File: src/led_pwm_pkg.sv
// Constants for the LED PWM channel and output configuration block
package led_pwm_pkg;
   localparam logic [7:0] CFG_ADDR      = 8'h01;
   localparam logic [7:0] CH_FIRST_ADDR = 8'h06;
   localparam logic [7:0] CH_LAST_ADDR  = 8'h45;
   localparam int         OUTNE_LSB     = 0;
   localparam int         DRV_BIT       = 2;
   localparam int         OCH_BIT       = 3;
   localparam int         INV_BIT       = 4;
   localparam logic [4:0] CFG_RESET     = 5'h04;
   localparam logic [7:0] ON_RESET      = 8'h00;
   localparam logic [7:0] OFF_H_RESET   = 8'h10;
   localparam int         FULL_OFF_BIT  = 4;
   localparam int         BYTES_PER_CH  = 4;
   localparam logic [11:0] CNT_STEP     = 12'h001;
endpackage : led_pwm_pkg

File: src/led_pwm_channel_output_control.sv
// PWM channels with staged register updates and output drive control
`timescale 1ns/1ps
`default_nettype none

// Functional notes
// - Invert bit flips outputs while enabled
// - Default: new values apply at STOP
// - STOP update covers all channel bytes together
// - Ack mode: channel updates after fourth byte
// - Drive type: 0 open-drain, 1 totem
// - Disabled field 00 low, 1x high-z
// - Disabled 01: high if totem, else high-z
// - Each channel owns on and off points
// - Two 12-bit counts per channel
// - One 12-bit counter runs and wraps
// - Output asserts at on count
// - Output negates at off count
// - Phase steps of one count
// - Off below on ends next period
// - Off-high bit 4 forces channel off
module led_pwm_channel_output_control #(
   parameter int NUM_CH = 16
) (
   input  wire logic              ref_clk_in,
   input  wire logic              rst_in,
   input  wire logic              reg_wr_in,
   input  wire logic [7:0]        reg_addr_in,
   input  wire logic [7:0]        reg_wdata_in,
   input  wire logic              bus_stop_in,
   input  wire logic [7:0]        reg_rd_addr_in,
   output logic      [7:0]        reg_rdata_out,
   input  wire logic              pwm_tick_in,
   input  wire logic              output_enable_n_in,
   output logic      [NUM_CH-1:0] channel_output_out,
   output logic      [NUM_CH-1:0] channel_output_oe_out
);
   localparam int NB = NUM_CH * led_pwm_pkg::BYTES_PER_CH;

   logic [4:0]        cfg_q;
   logic [11:0]       cnt_q;
   logic [7:0]        stage_q [NB];
   logic [7:0]        act_q   [NB];
   logic [7:0]        nxt     [NB];
   logic [3:0]        loaded_q [NUM_CH];
   logic [NUM_CH-1:0] ch_upd;
   logic [NUM_CH-1:0] pwm_q;
   logic [NUM_CH-1:0] full_off;
   logic [11:0]       on_cnt  [NUM_CH];
   logic [11:0]       off_cnt [NUM_CH];
   logic              oe_n_meta_q;
   logic              oe_n_q;
   logic              ch_wr;
   logic [7:0]        idx;
   logic              inv;
   logic              update_timing_select;
   logic              drv;
   logic [1:0]        outne;

   assign inv   = cfg_q[led_pwm_pkg::INV_BIT];
   assign update_timing_select   = cfg_q[led_pwm_pkg::OCH_BIT];
   assign drv   = cfg_q[led_pwm_pkg::DRV_BIT];
   assign outne = cfg_q[led_pwm_pkg::OUTNE_LSB +: 2];
   assign ch_wr = reg_wr_in && reg_addr_in >= led_pwm_pkg::CH_FIRST_ADDR
                  && reg_addr_in <= led_pwm_pkg::CH_LAST_ADDR;
   assign idx   = reg_addr_in - led_pwm_pkg::CH_FIRST_ADDR;

   // Output enable pin is asynchronous to the core clock
   always_ff @(posedge ref_clk_in) begin
      if (rst_in) begin
         oe_n_meta_q <= 1'b1;
         oe_n_q      <= 1'b1;
      end else begin
         oe_n_meta_q <= output_enable_n_in;
         oe_n_q      <= oe_n_meta_q;
      end
   end

   always_ff @(posedge ref_clk_in) begin
      if (rst_in) begin
         cfg_q <= led_pwm_pkg::CFG_RESET;
      end else if (reg_wr_in && reg_addr_in == led_pwm_pkg::CFG_ADDR) begin
         cfg_q <= reg_wdata_in[4:0];
      end
   end

   always_ff @(posedge ref_clk_in) begin
      if (rst_in) begin
         cnt_q <= 12'h000;
      end else if (pwm_tick_in) begin
         cnt_q <= cnt_q + led_pwm_pkg::CNT_STEP;
      end
   end

   // Staged byte plus same-cycle write forms the value to publish
   for (genvar b = 0; b < NB; b++) begin : g_byte
      localparam logic [7:0] RST_V = (b % 4 == 3) ?
         led_pwm_pkg::OFF_H_RESET : led_pwm_pkg::ON_RESET;
      logic hit;
      assign hit    = ch_wr && idx == 8'(b);
      assign nxt[b] = hit ? reg_wdata_in : stage_q[b];
      always_ff @(posedge ref_clk_in) begin
         if (rst_in) begin
            stage_q[b] <= RST_V;
         end else if (hit) begin
            stage_q[b] <= reg_wdata_in;
         end
      end
      always_ff @(posedge ref_clk_in) begin
         if (rst_in) begin
            act_q[b] <= RST_V;
         end else if ((!update_timing_select && bus_stop_in) || ch_upd[b/4]) begin
            act_q[b] <= nxt[b];
         end
      end
   end

   for (genvar c = 0; c < NUM_CH; c++) begin : g_ch
      logic wr_here;
      assign wr_here = ch_wr && idx[7:2] == 6'(c);
      assign ch_upd[c] = update_timing_select && wr_here
         && (&(loaded_q[c] | (4'h1 << idx[1:0])));
      assign on_cnt[c]  = {act_q[4*c+1][3:0], act_q[4*c]};
      assign off_cnt[c] = {act_q[4*c+3][3:0], act_q[4*c+2]};
      assign full_off[c] = act_q[4*c+3][led_pwm_pkg::FULL_OFF_BIT];

      // Mask restarts whenever the channel publishes or mode is STOP
      always_ff @(posedge ref_clk_in) begin
         if (rst_in || !update_timing_select || ch_upd[c]) begin
            loaded_q[c] <= 4'h0;
         end else if (wr_here) begin
            loaded_q[c] <= loaded_q[c] | (4'h1 << idx[1:0]);
         end
      end

      // Set/reset flop, so an off below on lands after the wrap
      always_ff @(posedge ref_clk_in) begin
         if (rst_in || full_off[c]) begin
            pwm_q[c] <= 1'b0;
         end else if (cnt_q == off_cnt[c]) begin
            pwm_q[c] <= 1'b0;
         end else if (cnt_q == on_cnt[c]) begin
            pwm_q[c] <= 1'b1;
         end
      end

      always_ff @(posedge ref_clk_in) begin
         if (rst_in) begin
            channel_output_out[c]    <= 1'b0;
            channel_output_oe_out[c] <= 1'b1;
         end else if (oe_n_q) begin
            // Override is never inverted
            channel_output_out[c]    <= outne == 2'h1 && drv;
            channel_output_oe_out[c] <= outne == 2'h0
                                        || (outne == 2'h1 && drv);
         end else if (drv) begin
            channel_output_out[c]    <= pwm_q[c] ^ inv;
            channel_output_oe_out[c] <= 1'b1;
         end else begin
            // Open drain only sinks; a high level releases the pin
            channel_output_out[c]    <= 1'b0;
            channel_output_oe_out[c] <= ~(pwm_q[c] ^ inv);
         end
      end
   end

   always_ff @(posedge ref_clk_in) begin
      if (rst_in) begin
         reg_rdata_out <= 8'h00;
      end else if (reg_rd_addr_in == led_pwm_pkg::CFG_ADDR) begin
         reg_rdata_out <= {3'h0, cfg_q};
      end else if (reg_rd_addr_in >= led_pwm_pkg::CH_FIRST_ADDR
                   && reg_rd_addr_in <= led_pwm_pkg::CH_LAST_ADDR) begin
         reg_rdata_out <= stage_q[6'(reg_rd_addr_in
                                     - led_pwm_pkg::CH_FIRST_ADDR)];
      end else begin
         reg_rdata_out <= 8'h00;
      end
   end
endmodule : led_pwm_channel_output_control
`default_nettype wire

File: config.mk
export PLATFORM = sky130hd
export DESIGN_NAME = led_pwm_channel_output_control
export DESIGN_NICKNAME = d
export VERILOG_FILES = /design/src/led_pwm_pkg.sv /design/src/led_pwm_channel_output_control.sv
export SDC_FILE = /design/constraint.sdc
export NUM_CORES = 2
export LEC_CHECK = 0
export ABC_CLOCK_PERIOD_IN_PS = 3270
export BUFFER_PORTS_ARGS = -buffer_cell sky130_fd_sc_hd__buf_4
export CORE_MARGIN = 2
export CORE_UTILIZATION = 30
export CTS_BUF_LIST = sky130_fd_sc_hd__clkbuf_4
export DETAILED_ROUTE_END_ITERATION = 8
export GPL_TIMING_DRIVEN = 1
export PLACE_DENSITY = 0.46
export SYNTH_ARGS = -nofsm -noshare
export SYNTH_HDL_FRONTEND = slang
export SYNTH_SLANG_ARGS = --single-unit
File: constraint.sdc
create_clock -name ref_clk_in -period 3.27 [get_ports ref_clk_in]
set_input_delay 0.1635 -clock ref_clk_in [delete_from_list [all_inputs] [get_ports ref_clk_in]]
set_output_delay 0.1635 -clock ref_clk_in [all_outputs]
set_load 0.03 [all_outputs]
==> impl.org <==
** Outcome
- The run finished with clean final reports.

** STA
- Setup repair after global routing left no endpoint under its margin.
- The routed design could run at a clock period as short as 3.134 ns.
- Static timing analysis puts the maximum clock frequency at 319.1 MHz.
- Tightest Pin Transition :: 1.174 ns
- For the final database, setup skew stands at 0.1286 ns.
- Final worst path period share :: 95.83%
- Tightest hold margin :: 0.09660 ns
- For the final routed database, the setup TNS stands at 0 ns.
- Max-slew violations :: 0
- Number of setup violations in the final report :: 0
- Final Hold Fails :: 0
- The worst pin sits at a relative slew slack of 21.38%.

** Power
- Maximum VDD drop :: 0.4256 mV
- Switching fraction of total power :: 26.86%
- Cell internal power was estimated by the tool at 23390 uW.
- Registers are responsible for 49.6% of the overall power.
- Clock network fraction of total power :: 39.8%
- Net switching component of the power :: 8587 uW
- Power spread over the standard cell area amounts to 518.6 nW/um^2.
- Pleak :: 0.02281 uW
- Total power after layout :: 31970 uW
- Combinational share of power :: 10.6%

** Critical path
- For the worst flop-to-flop path, the logic depth is 7.
- The largest single stage delay on the critical path is 0.57 ns.
- Cell at the slowest stage of the critical path :: dlygate4sd3_1
- Data arrival time of the worst path :: 4.40 ns
- Data on the critical path is required at its endpoint by 4.53 ns.
- Maximum fanout along the worst path :: 2
- The worst setup path is of the reg -> reg kind.
- Crit Reg-Reg Endpoint :: reg_rdata_out[1]$_SDFF_PP0_
- The critical path starts at stage_q[22][1]$_SDFFCE_PN0P_.
- The worst setup path is launched from a register.
- Critical register-to-register path startpoint :: stage_q[22][1]$_SDFFCE_PN0P_
- Worst reg2reg setup slack :: 0.14 ns
- Endpoint of the worst setup timing path :: reg_rdata_out[1]$_SDFF_PP0_
- The signal on the critical path passes through mux4_2 > mux4_2 > a21oi_2 > nand3_1 > dlygate4sd3_1 > and2_1 > dlygate4sd3_1.
- CP Capture Type :: register

** Drt
- The detail route stage leaves a number of antenna-violating nets equal to 0.
- In this run, the number of DRC markers left after iteration 0 of detailed routing was 4529.
- For this run, the detailed router's first-pass iteration total came to 6.
- Detailed routing inserted a total of 39900 vias.
- Routed via count divided by cell count :: 5.250
- For this run, design rule violations remaining after detail routing come to 0.
- Sum of routed wire length over all layers :: 209200 um
- Routed len/inst :: 27.52 um

** Clock network
- TritonCTS built the clock tree.
- Number of clock sinks :: 1051
- Total CTS buffers :: 314
- Clock edge transition at the registers on the reported setup and hold paths :: 0.07 ns
- The root buffer cell chosen for the clock tree is clkbuf_4.
- The clock passes through at most 4 buffers.
- Number of H-tree levels :: 5
- Buffers added to address setup during post-CTS repair amount to 0.
- Worst-Skew Late Latency :: 1.38 ns

** GRT
- Met2 track demand over resource in global routing :: 37.48%
- Antenna violations before repair :: 12
- The first global-routing pass estimated 294600 um of wire.
- Sum of overflow across all layers after global routing :: 0
- Global routing consumed, on the met1 layer, 30.71% of the routing resources.
- The via count of the first global-routing pass was 39430.
- Busiest metal layer after global routing :: met2
- Global-route met3 utilization :: 4.542%
- Global routing used 23.21% of the available tracks.
- Largest net degree at the start of global routing :: 66

** Yosys
- Summing the areas of all xor and xnor instances in the mapped netlist gives 7.075% of the synthesized area.
- Most used DFF post-synth :: edfxtp_1
- Largest family of logic cells by synthesized area :: simple AND/OR/NAND/NOR gates
- Number of storage elements in the synthesis netlist :: 1051
- Post-synth net total :: 4698
- Async set or reset register ratio after synthesis :: 0%
- Share of the synthesized area in compound gates (AO/OA/AOI/OAI) :: 6.408%
- Post-Synthesis Cell Area :: 52170 um^2
- Number of instances in the synthesized netlist :: 4665
- Fraction of the mapped netlist area in adder cells :: 0.07195%
- Part of the Yosys area used for sequential elements :: 59.05%
- In this run, distinct cell masters in the synthesized netlist total 71.
- Each instance of the synthesized netlist takes up on average 11.18 um^2.
- Proportion of synthesized area in mux cells :: 7.298%
- After Yosys synthesis, and, or, nand and nor cells account for 16.80% of the synthesized area.
- Number of flops mapped to enable cells by yosys :: 976
- Yosys warning total :: 0

** Min path
- Classification of the worst-slack hold path :: in -> reg

** Job
- Max_cap viols :: 0

** Floorplanning
- The floorplan step defined a core boundary enclosing 173200 um^2.
- During I/O placement, the number of pins put on the boundary was 70.
- For this configuration, the core starts out at a cell density of 30.11%.
- Die H :: 421.0 um
- DIE WIDTH :: 421.0 um
- Number of rows in the core area :: 153
- The die covers 177300 um^2.

** Placement
- In this run the tool buffered the top-level ports with 69 buffer cells.
- HPWL Detailed :: 137200 um
- Routability-driven placement finished with a final weighted congestion of 0.8843.

** Cells and area
- Cells fill 35.59% of the core in the end.
- Fin nets :: 5075
- In the final layout, the share of cells above drive strength 1 is 21.35%.
- Relative to the synthesized area, the layout overhead comes to 18.17%.
==> state kept, by name, summed over array words and instances (netlist names) <==
name and count:
oe_n_meta_q 1, cnt_q 12, cfg_q 5, pwm_q 16
channel_output_out 16, act_q 400, reg_rdata_out 8, channel_output_oe_out 16
oe_n_q 1, loaded_q 64, stage_q 512
==> how the worst min path moves through the flow <==
| stage | end | slack, ns | from | cells after the start |
|---|---|---|---|---|
| after global placement | oe_n_meta_q$_SDFF_PP1_ | 0.36 | output_enable_n_in | 2 |
| after global routing | act_q[1][35]$_SDFFCE_PN0P_ | 0.02 | reg_wdata_in[3] | 5 |
| after CTS | act_q[1][57]$_SDFFCE_PN0P_ | 0.002 | reg_wdata_in[1] | 4 |
| final | act_q[1][59]$_SDFFCE_PN0P_ | 0.1 | reg_wdata_in[3] | 5 |
| after floorplan | oe_n_meta_q$_SDFF_PP1_ | 0.27 | output_enable_n_in | 1 |
| after detailed placement | oe_n_meta_q$_SDFF_PP1_ | 0.36 | output_enable_n_in | 2 |
==> cell usage in the layout (no fill, tap or decap), drive strengths merged, types with 4 or more instances in the layout <==
master and count:
diode 15, or3 14, nand3 159, o21a 15
and4 13, xnor2 201, a211oi 12, mux2i 62
edfxtp 976, o21ai 56, clkbuf 474, nand3b 12
nand2b 92, mux2 5, a41oi 4, nor3b 9
inv 11, dlygate4sd3 66, and2 13, nand2 828
a21o 12, nand4 64, a31oi 17, o21bai 5
nor2 694, a211o 7, buf 380, nor4 65
clkinv 55, and3 18, dfxtp 75, nor2b 15
mux4 139, a21oi 410, xor2 217, nor3 29
a311o 4
==> power groups by stage <==
stage	Sequential, uW	Combinational [uW]	Clock, uW
4_1_cts	15900	3360	13000
3_3_place_gp	16100	3260	0
3_5_place_dp	16100	3260	0
6_report	15900	3380	12700
5_1_grt	15900	3540	13700
2_1_floorplan	15900	1880	0
==> cell usage after synthesis, types with 14 or more instances <==
library cell | n | area share, %
nand3_1 | 158 | 1.5
or3_1 | 14 | 0.17
and3_1 | 18 | 0.22
a21oi_1 | 353 | 3.4
o21a_1 | 15 | 0.22
nand4_1 | 64 | 0.77
nand2b_1 | 92 | 1.1
nor4_1 | 65 | 0.78
buf_1 | 26 | 0.19
o21ai_0 | 55 | 0.53
nor3_1 | 27 | 0.26
xor2_1 | 216 | 3.6
dfxtp_1 | 75 | 2.9
edfxtp_1 | 976 | 56
buf_2 | 96 | 0.92
nor2b_1 | 15 | 0.18
clkbuf_1 | 242 | 1.7
mux2i_1 | 62 | 1.2
nor2_1 | 694 | 5.0
xnor2_1 | 198 | 3.3
a31oi_1 | 17 | 0.20
mux4_2 | 139 | 6.0
nand2_1 | 824 | 5.9
a21oi_2 | 56 | 0.94
==> metrics by stage <==
| stage | setup slack (ns) | cell area [um^2] | instances |
|---|---|---|---|
| floorplan | 0.7556 | 52170 | 4665 |
| global placement | 0.1556 | 57060 | 6984 |
| detailed placement | 0.1540 | 57060 | 6984 |
| CTS | 0.1178 | 61610 | 7586 |
| global route | 0.009949 | 61650 | 7599 |
| finish | 0.1363 | 61650 | 7601 |
==> logic make-up after synthesis <==
family / after synthesis
AND/OR/NAND/NOR: 2032
AO/OA/AOI/OAI: 562
buffers and inverters: 393
flip-flops: 1051
multiplexers: 206
adder cells (fa/ha/maj): 3
XOR/XNOR: 418
==> timing repair <==
| action | in CTS | in global routing |
|---|---|---|
| setup endpoints to repair | 0 | 1 |
| resized for setup | 0 | 1 |
| hold buffers | 67 | 0 |
| hold endpoints to repair | 1682 | 0 |
==> area by class of cell <==
type | instances | area, um^2
repair buffers | 447 | 4160
well taps | 2325 | 2909
clock buffers | 473 | 3551
flip-flops and latches | 1051 | 30850
clock inverters | 62 | 314.1
diodes | 15 | 37.54
inverters | 7 | 26.28
multi-input cells | 3221 | 19800
fillers | 17370 | 111600
==> worst max-delay path: cells and delay by family (launching register included) <==
kind	cells	cell delay, ns
mux	2	1.01
compound gates	1	0.20
buf+inv	2	1.13
simple gates	2	0.22
flops	1	0.47
==> metal layers <==
layer  wire length (um)  vias to the layer above  part of all wire [%]
met4               7662                        2                   3.7
li1                   -                    17410                     -
met2              98630                     1863                    47
met5                 12                        -                0.0057
met3              15710                      340                   7.5
met1              87180                    20290                    42
Power figures use the tool's default switching activity.
